==> src/core/mps_pkg.sv <==
// Package with the constants, states and carriers of the module power sequencer.
package mps_pkg;

  // Clock rate in kHz (40 MHz reference clock).
  localparam int unsigned CLK_KHZ = 40000;

  // Least hold time of the power-on request for a clean switch-on, in ms.
  localparam int unsigned PON_HOLD_MS = 300;
  // The same time in clock cycles, an exact product of ms and kHz.
  localparam int unsigned PON_HOLD_CYC = PON_HOLD_MS * CLK_KHZ;

  // Default spacing between regulator enables, in clock cycles.
  localparam int unsigned REG_STEP_CYC = 64;
  // Default hold time of the internal baseband reset, in clock cycles.
  localparam int unsigned RST_HOLD_CYC = 256;
  // Fixed spacing between interface configuration steps, in clock cycles.
  localparam int unsigned CFG_STEP_CYC = 4;

  // Number of internal regulators and of digital interface groups.
  localparam int unsigned NUM_REG = 4;
  localparam int unsigned NUM_IF  = 4;

  // Width of the shared step timer.
  localparam int unsigned TMR_W = 32;

  // Reset values of the regulator enable and interface configuration outputs.
  localparam logic [NUM_REG-1:0] REG_EN_RST  = 4'h0;
  localparam logic [NUM_IF-1:0]  IF_CFG_RST  = 4'h0;

  // Sequencer states.
  typedef enum logic [3:0] {
    ST_NO_SUPPLY,
    ST_OFF,
    ST_REG_UP,
    ST_CORE_RST,
    ST_IF_CFG,
    ST_READY,
    ST_SAVE,
    ST_DETACH,
    ST_SW_RST
  } mps_state_type;

  // Supply supervisor comparator outputs.
  typedef struct packed {
    logic above_min;  // Supply at or above the operating minimum.
    logic below_low;  // Supply below the lower threshold.
  } mps_supply_type;

  // Commands from the firmware command interpreter, one-cycle pulses.
  typedef struct packed {
    logic power_off_command;
    logic function_control_command;
  } mps_cmd_type;

  // Handshake with the firmware for the orderly power-off.
  typedef struct packed {
    logic save_done;
    logic detach_done;
  } mps_ack_type;

endpackage

==> src/core/mps_sync.sv <==
// Two-flop synchroniser for a level arriving from outside the clock domain.
`timescale 1ns/1ps
module mps_sync
  import mps_pkg::*;
#(
  parameter int unsigned WIDTH    = 1,
  parameter logic [WIDTH-1:0] RST_VAL = '0
)
(
  input  wire logic             ref_clk_i,
  input  wire logic             rst_i,
  input  wire logic [WIDTH-1:0] async_i,
  output logic      [WIDTH-1:0] sync_o
);

  // First stage; read only by the second stage.
  logic [WIDTH-1:0] meta_q;

  // Both stages reset to the idle level so no false edge appears after reset.
  always_ff @(posedge ref_clk_i)
  begin
    if (rst_i)
    begin
      meta_q <= RST_VAL;
      sync_o <= RST_VAL;
    end
    else
    begin
      meta_q <= async_i;
      sync_o <= meta_q;
    end
  end

endmodule

==> src/core/mps_sequencer.sv <==
// Power-state sequencer: switch-on, ordered power-up, switch-off and resets.
`timescale 1ns/1ps
module mps_sequencer
  import mps_pkg::*;
#(
  parameter int unsigned REG_STEP = REG_STEP_CYC,  // Regulator step spacing, in cycles.
  parameter int unsigned RST_HOLD = RST_HOLD_CYC   // Internal reset hold, in cycles.
)
(
  input  wire logic               ref_clk_i,
  input  wire logic               rst_i,
  input  wire logic               power_on_request_n_i,
  input  wire mps_supply_type     supply_i,
  input  wire logic               ext_reset_n_i,
  input  wire mps_cmd_type        cmd_i,
  input  wire mps_ack_type        ack_i,
  output logic                    pon_pullup_en_o,
  output logic [NUM_REG-1:0]      reg_en_o,
  output logic                    core_reset_n_o,
  output logic                    pins_tristate_o,
  output logic [NUM_IF-1:0]       if_cfg_o,
  output logic                    ready_o,
  output logic                    save_req_o,
  output logic                    detach_req_o,
  output logic                    pon_held_o
);

  // Synchronised pin levels and supervisor flags.
  logic           pon_n_s;       // Request line, synchronised.
  logic           ext_rst_n_s;   // External reset pin, synchronised.
  mps_supply_type supply_s;      // Supervisor flags, synchronised.
  logic           pon_n_prev_q;  // Previous request level for edge detection.
  logic           armed_q;       // Supply has been seen below the lower threshold.
  logic           pon_fall;      // One-cycle falling edge of the request.
  logic           vcc_start;     // Supply rise start event.
  logic [3:0]     pins_s;        // Synchronised bank: request, external reset, supervisor pair.

  mps_state_type  state_q;       // Sequencer state.
  logic [TMR_W-1:0] tmr_q;       // Step timer, counts down.
  logic [2:0]     idx_q;         // Current regulator or interface index.
  logic [TMR_W-1:0] hold_q;      // Request low-time counter, saturating.

  // One synchroniser bank for all pin levels. Request and reset pins idle high; the
  // supervisor pair resets to "below low" so a later supply rise is seen as such.
  mps_sync #(.WIDTH(4), .RST_VAL(4'hd)) u_sync_pins
  (
    .ref_clk_i (ref_clk_i),
    .rst_i     (rst_i),
    .async_i   ({power_on_request_n_i, ext_reset_n_i, supply_i}),
    .sync_o    (pins_s)
  );
  assign pon_n_s     = pins_s[3];
  assign ext_rst_n_s = pins_s[2];
  assign supply_s    = pins_s[1:0];

  // Edge and supply-rise detection, all on synchronised levels.
  assign pon_fall  = pon_n_prev_q & ~pon_n_s;
  assign vcc_start = armed_q & supply_s.above_min & ~pon_n_s;

  // Previous request level.
  always_ff @(posedge ref_clk_i)
  begin
    if (rst_i)
      pon_n_prev_q <= 1'b1;
    else
      pon_n_prev_q <= pon_n_s;
  end

  // Arm the supply-rise start at reset and after the supply dipped below the lower threshold.
  always_ff @(posedge ref_clk_i)
  begin
    if (rst_i)
      armed_q <= 1'b1;
    else if (supply_s.below_low)
      armed_q <= 1'b1;
    else if (supply_s.above_min)
      armed_q <= 1'b0;
  end

  // Low-time counter on the request line; a status aid for the host side.
  always_ff @(posedge ref_clk_i)
  begin
    if (rst_i)
    begin
      hold_q     <= '0;
      pon_held_o <= 1'b0;
    end
    else if (pon_n_s)
    begin
      hold_q     <= '0;
      pon_held_o <= 1'b0;
    end
    else
    begin
      if (hold_q != TMR_W'(PON_HOLD_CYC))
        hold_q <= hold_q + TMR_W'(1);
      pon_held_o <= (hold_q == TMR_W'(PON_HOLD_CYC));
    end
  end

  // Main sequencer. Supply loss overrides every state, hardware reset every state but no-supply and off; the
  // supply loss path skips save and detach on purpose, as there is no time.
  always_ff @(posedge ref_clk_i)
  begin
    if (rst_i)
    begin
      state_q <= ST_NO_SUPPLY;
      tmr_q   <= '0;
      idx_q   <= '0;
    end
    else if (supply_s.below_low)
    begin
      state_q <= ST_NO_SUPPLY;
      tmr_q   <= '0;
      idx_q   <= '0;
    end
    else if (!ext_rst_n_s && state_q != ST_NO_SUPPLY && state_q != ST_OFF)
    begin
      state_q <= ST_CORE_RST;
      tmr_q   <= TMR_W'(RST_HOLD);
      idx_q   <= '0;
    end
    else
    begin
      if (tmr_q != '0)
        tmr_q <= tmr_q - TMR_W'(1);
      case (state_q)
        // Waiting for a valid supply with the request held low.
        ST_NO_SUPPLY:
        begin
          if (vcc_start)
          begin
            state_q <= ST_REG_UP;
            tmr_q   <= TMR_W'(REG_STEP);
            idx_q   <= '0;
          end
          else if (supply_s.above_min && !armed_q)
            state_q <= ST_OFF;
        end
        // Powered but off; only a request falling edge wakes the module.
        ST_OFF:
        begin
          if (pon_fall)
          begin
            state_q <= ST_REG_UP;
            tmr_q   <= TMR_W'(REG_STEP);
            idx_q   <= '0;
          end
        end
        // Regulators come up one by one, spaced by the step parameter.
        ST_REG_UP:
        begin
          if (tmr_q == '0)
          begin
            if (idx_q == 3'(NUM_REG - 1))
            begin
              state_q <= ST_CORE_RST;
              tmr_q   <= TMR_W'(RST_HOLD);
              idx_q   <= '0;
            end
            else
            begin
              idx_q <= idx_q + 3'h1;
              tmr_q <= TMR_W'(REG_STEP);
            end
          end
        end
        // Core held in reset for the hold interval.
        ST_CORE_RST:
        begin
          if (tmr_q == '0)
          begin
            state_q <= ST_IF_CFG;
            tmr_q   <= TMR_W'(CFG_STEP_CYC);
            idx_q   <= '0;
          end
        end
        // Interfaces leave their reset state one at a time.
        ST_IF_CFG:
        begin
          if (tmr_q == '0)
          begin
            if (idx_q == 3'(NUM_IF - 1))
              state_q <= ST_READY;
            else
            begin
              idx_q <= idx_q + 3'h1;
              tmr_q <= TMR_W'(CFG_STEP_CYC);
            end
          end
        end
        // Running; the request line is not looked at here.
        ST_READY:
          if (cmd_i.power_off_command)
            state_q <= ST_SAVE;
          else if (cmd_i.function_control_command)
            state_q <= ST_SW_RST;
        // Settings are written to non-volatile storage first.
        ST_SAVE:
          if (ack_i.save_done)
            state_q <= ST_DETACH;
        // Then the network detach; off once the firmware confirms it.
        ST_DETACH:
          if (ack_i.detach_done)
            state_q <= ST_OFF;
        // Software reset re-enters the core reset hold with regulators kept up.
        ST_SW_RST:
        begin
          state_q <= ST_CORE_RST;
          tmr_q   <= TMR_W'(RST_HOLD);
          idx_q   <= '0;
        end
        default:
          state_q <= ST_NO_SUPPLY;
      endcase
    end
  end

  // Registered outputs decoded from the current state, so they follow it one cycle later.
  always_ff @(posedge ref_clk_i)
  begin
    if (rst_i)
    begin
      reg_en_o        <= REG_EN_RST;
      core_reset_n_o  <= 1'b0;
      pins_tristate_o <= 1'b1;
      if_cfg_o        <= IF_CFG_RST;
      ready_o         <= 1'b0;
      save_req_o      <= 1'b0;
      detach_req_o    <= 1'b0;
      pon_pullup_en_o <= 1'b1;
    end
    else
    begin
      pon_pullup_en_o <= 1'b1;
      save_req_o      <= (state_q == ST_SAVE);
      detach_req_o    <= (state_q == ST_DETACH);
      ready_o         <= (state_q == ST_READY);
      // Software reset pulls the core reset at once, not after a step.
      core_reset_n_o  <= (state_q == ST_IF_CFG) || (state_q == ST_READY) ||
                         (state_q == ST_SAVE) || (state_q == ST_DETACH);
      // Pins float while off or while regulators ramp.
      pins_tristate_o <= (state_q == ST_NO_SUPPLY) || (state_q == ST_OFF) ||
                         (state_q == ST_REG_UP);
      case (state_q)
        ST_REG_UP:
        begin
          for (int i = 0; i < NUM_REG; i++)
            reg_en_o[i] <= (3'(i) <= idx_q);
          if_cfg_o <= IF_CFG_RST;
        end
        ST_CORE_RST, ST_SW_RST:
        begin
          reg_en_o <= {NUM_REG{1'b1}};
          if_cfg_o <= IF_CFG_RST;
        end
        ST_IF_CFG:
        begin
          reg_en_o <= {NUM_REG{1'b1}};
          for (int i = 0; i < NUM_IF; i++)
            if_cfg_o[i] <= (3'(i) < idx_q) || (3'(i) == idx_q && tmr_q == '0);
        end
        ST_READY, ST_SAVE, ST_DETACH:
        begin
          reg_en_o <= {NUM_REG{1'b1}};
          if_cfg_o <= {NUM_IF{1'b1}};
        end
        default:
        begin
          reg_en_o <= REG_EN_RST;
          if_cfg_o <= IF_CFG_RST;
        end
      endcase
    end
  end

endmodule

==> config.mk <==
export PLATFORM = sky130hd
export DESIGN_NAME = mps_sequencer
export DESIGN_NICKNAME = d
export VERILOG_FILES = /design/src/core/mps_pkg.sv /design/src/core/mps_sync.sv /design/src/core/mps_sequencer.sv
export SDC_FILE = /design/constraint.sdc
export NUM_CORES = 1
export LEC_CHECK = 0
export BUFFER_PORTS_ARGS = -buffer_cell sky130_fd_sc_hd__buf_2
export CAP_MARGIN = 20
export CORE_MARGIN = 1
export CORE_UTILIZATION = 33
export DETAILED_ROUTE_END_ITERATION = 7
export PLACE_DENSITY = 0.58
export SYNTH_ARGS = -nofsm -noshare
export SYNTH_HDL_FRONTEND = slang
export SYNTH_SLANG_ARGS = --single-unit
export TNS_END_PERCENT = 20
==> constraint.sdc <==
create_clock -name ref_clk_i -period 5.8 [get_ports ref_clk_i]
set_clock_uncertainty 0.05 [all_clocks]
set_input_delay 0.29 -clock ref_clk_i [delete_from_list [all_inputs] [get_ports ref_clk_i]]
set_output_delay 0.29 -clock ref_clk_i [all_outputs]
set_load 0.01 [all_outputs]
==> flow_summary.json <==
{
  "final_antenna_net_count": 0,
  "min_to": "u_sync_pins.meta_q[2]",
  "n_fill_cell": 1367,
  "synth_top_area_share": 0.420,
  "required_ns": 6.03,
  "die_h_microns": 119,
  "cp_data_arrival_time_ns": 3.35,
  "grt_pass1_wl_mm": 15.9,
  "cp-start-kind": "flop",
  "cts.path.max_buffers": 2,
  "critPathKind": "reg2reg",
  "reg2reg_slack_ns": 2.68,
  "crit_buf_inv": 1,
  "setup_viol": 0,
  "path_delay_family": "simple AND/OR/NAND/NOR gates",
  "drt-pass1-iter-count": 4,
  "endpoint_kind": "flop",
  "cts_root_buf": "clkbuf_16",
  "hold_viol_final": 0,
  "drt_iter0_drc": 161,
  "antenna_cells": 0,
  "cts.sinks": 95,
  "hp-start": "ext_reset_n_i",
  "dp_hpwl_mm": 6.26,
  "antenna_found_initial": 0,
  "row_count": 42,
  "ys_seq_elements": 95,
  "clk_pin_slew_ns": 0.07,
  "synth_top_cell_by_area": "dfxtp_1",
  "synth_area_leaders": "dfxtp_1 (42%), nor2_1 (6.9%), xor2_1 (6.2%)",
  "period_share": 0.539,
  "holdWs_ns": 0.0697,
  "r2r-start": "tmr_q[0]",
  "clock_latency_ns": 0.35,
  "dr_total_vias": 3609,
  "avgSynthCellArea_sq_um": 8.60,
  "drive_gt1_frac": 0.119,
  "ys.flop_type": "dfxtp_1",
  "fmax_mhz": 320,
  "cts_resized": 0,
  "grt_setup_unrepaired": "no",
  "synth_cells": 526,
  "htreeDepth": 3,
  "drcViolationCount": 0,
  "slew_headroom": 0.423,
  "r2r-end": "state_q[2]",
  "synth-async-reset-ratio": 0,
  "worst_path_max_delay_cell": "nor3_4",
  "setup-tns-final_ns": 0,
  "core-area_sq_um": 13300,
  "grt_usage": 0.136,
  "regArea_sq_um": 1900,
  "wl_per_cell_microns": 12.7,
  "post_synth_num_cell_types": 65,
  "die_area_sq_um": 14200,
  "totalWireLength_mm": 9.11,
  "critPathLaunch": "tmr_q[0]",
  "ys_seq_area_frac": 0.420,
  "fin_crit_ns": 3.12,
  "area.growth.synth_to_final_pct": 11.8,
  "slew_violations": 0,
  "cts_tree": "yes",
  "netlist_area_sq_um": 4520,
  "cts-buffers-inserted": 9,
  "worst_slew_pin_slew_ns": 0.854,
  "status": "finished, final reports clean",
  "port_buffers": 23,
  "routabilityCongestion": 0.783,
  "syn_nets": 544,
  "start_util": 0.340,
  "pin_count": 25,
  "postCtsHoldBufs": 0,
  "grt_max_degree": 35,
  "hp-class": "in2reg",
  "nets": 553,
  "multi_input_area_sq_um": 2440,
  "via_per_inst": 5.04,
  "hold_depth": 2,
  "grt_pass1_vias": 3504,
  "overflow": 0,
  "cts_setup_buffers": 0,
  "die-width_microns": 119,
  "yosys_warnings": 0,
  "synth_edf_count": 0,
  "crit_path_max_fanout": 20,
  "reg2regPathDepth": 8,
  "drv_cap": 0,
  "crit_path_cell_trace": "inv_1 > ha_1 > or4b_1 > or4_4 > nor3_4 > o221ai_2 > or3_1 > a21oi_1",
  "slowest_delay_ns": 0.63
}
worst max-delay path by stage:
stage | to | slack (ns) | depth (start not counted)
after floorplan | tmr_q[0] | 3.35 | 10
final | state_q[2] | 2.68 | 8
after detailed placement | state_q[2] | 2.72 | 8
after global placement | state_q[2] | 2.75 | 8
after CTS | state_q[2] | 2.71 | 8
after global routing | state_q[2] | 2.46 | 8
cells by family (layout without fill, tap and decap cells):
group	count (synthesis)	after routing	share of synthesized area
simple gates	248	248	0.292
flops	95	95	0.420
compound gates	77	77	0.112
xor+xnor	55	55	0.107
buf+inv	39	53	0.0390
fa+ha+maj	8	8	0.0221
mux	3	3	0.00692
other cells	1	1	0.000829
placed cells by master, fill, tap and decap left out, types with 2 or more instances in the layout:
| cell type | instances |
|---|---|
| dfxtp_1 | 95 |
| nor2_1 | 83 |
| xor2_1 | 32 |
| nand2_1 | 26 |
| nand3_1 | 24 |
| xnor2_1 | 23 |
| buf_2 | 23 |
| a21oi_1 | 20 |
| nor3_1 | 18 |
| nor4_1 | 17 |
| o21ai_0 | 17 |
| and3_1 | 13 |
| inv_1 | 12 |
| or2_2 | 11 |
| or3_1 | 9 |
| clkbuf_16 | 9 |
| ha_1 | 8 |
| nand3b_1 | 7 |
| nand4_1 | 7 |
| a211oi_1 | 5 |
| nand2b_1 | 4 |
| nor4b_1 | 4 |
| a21o_1 | 4 |
| or4_4 | 3 |
| nand4b_1 | 3 |
| and4_1 | 3 |
| nor2b_1 | 3 |
| a2111oi_0 | 3 |
| and3b_1 | 3 |
| o21ai_1 | 3 |
| a31oi_1 | 3 |
| mux2i_1 | 2 |
| or4b_2 | 2 |
| o31a_1 | 2 |
| o21a_1 | 2 |
| o31ai_1 | 2 |
| bufinv_16 | 2 |
| clkinv_4 | 2 |
Yosys cell counts (8+ instances only):
cell	n
dfxtp_1	95
nor2_1	83
xor2_1	32
nand2_1	26
nand3_1	24
xnor2_1	23
a21oi_1	20
clkbuf_1	20
nor3_1	18
nor4_1	17
o21ai_0	17
and3_1	13
inv_1	12
or2_2	11
or3_1	9
ha_1	8
sequential cells by signal, summed over array words and instances, names as in the netlist, 3 cells and up:
register	count
u_sync_pins.sync_o	4
tmr_q	32
u_sync_pins.meta_q	4
if_cfg_o	4
hold_q	32
idx_q	3
state_q	4
reg_en_o	4
stage by stage:
stage | instance area, sq um | instances | utilization | setup WS, ns
after floorplan | 4520 | 526 | - | 3.35
after detailed placement | 4730 | 699 | 0.356 | 2.72
after global placement | 4730 | 699 | 0.356 | 2.75
after CTS | 5050 | 715 | 0.380 | 2.71
after global routing | 5060 | 716 | 0.380 | 2.46
final | 5060 | 716 | 0.380 | 2.68
worst register-to-register path: stages, from the launching register on:
cell	delay, ns
dfxtp_1	0.34
inv_1	0.13
ha_1	0.16
or4b_1	0.43
or4_4	0.48
nor3_4	0.63
o221ai_2	0.28
or3_1	0.39
a21oi_1	0.14
cell type report:
cell class	count	share of cell area
Clock buffer	10	0.0453
Multi-Input combinational cell	392	0.483
Clock inverter	6	0.0186
Sequential cell	95	0.376
Inverter	13	0.00965
Timing Repair Buffer	24	0.0237
Tap cell	176	0.0435
routing by layer:
| layer | GRT usage | vias to the layer above | part of all wire |
|---|---|---|---|
| li1 | - | 1872 | - |
| met1 | 0.164 | 1667 | 0.47 |
| met2 | 0.232 | 60 | 0.47 |
| met3 | 0.0421 | 10 | 0.044 |
| met4 | 0.0380 | 0 | 0.010 |
| met5 | 0 | - | 0 |
Power is not shown: default switching activity piles up to over one toggle a cycle in this logic, so the estimate is an artifact.
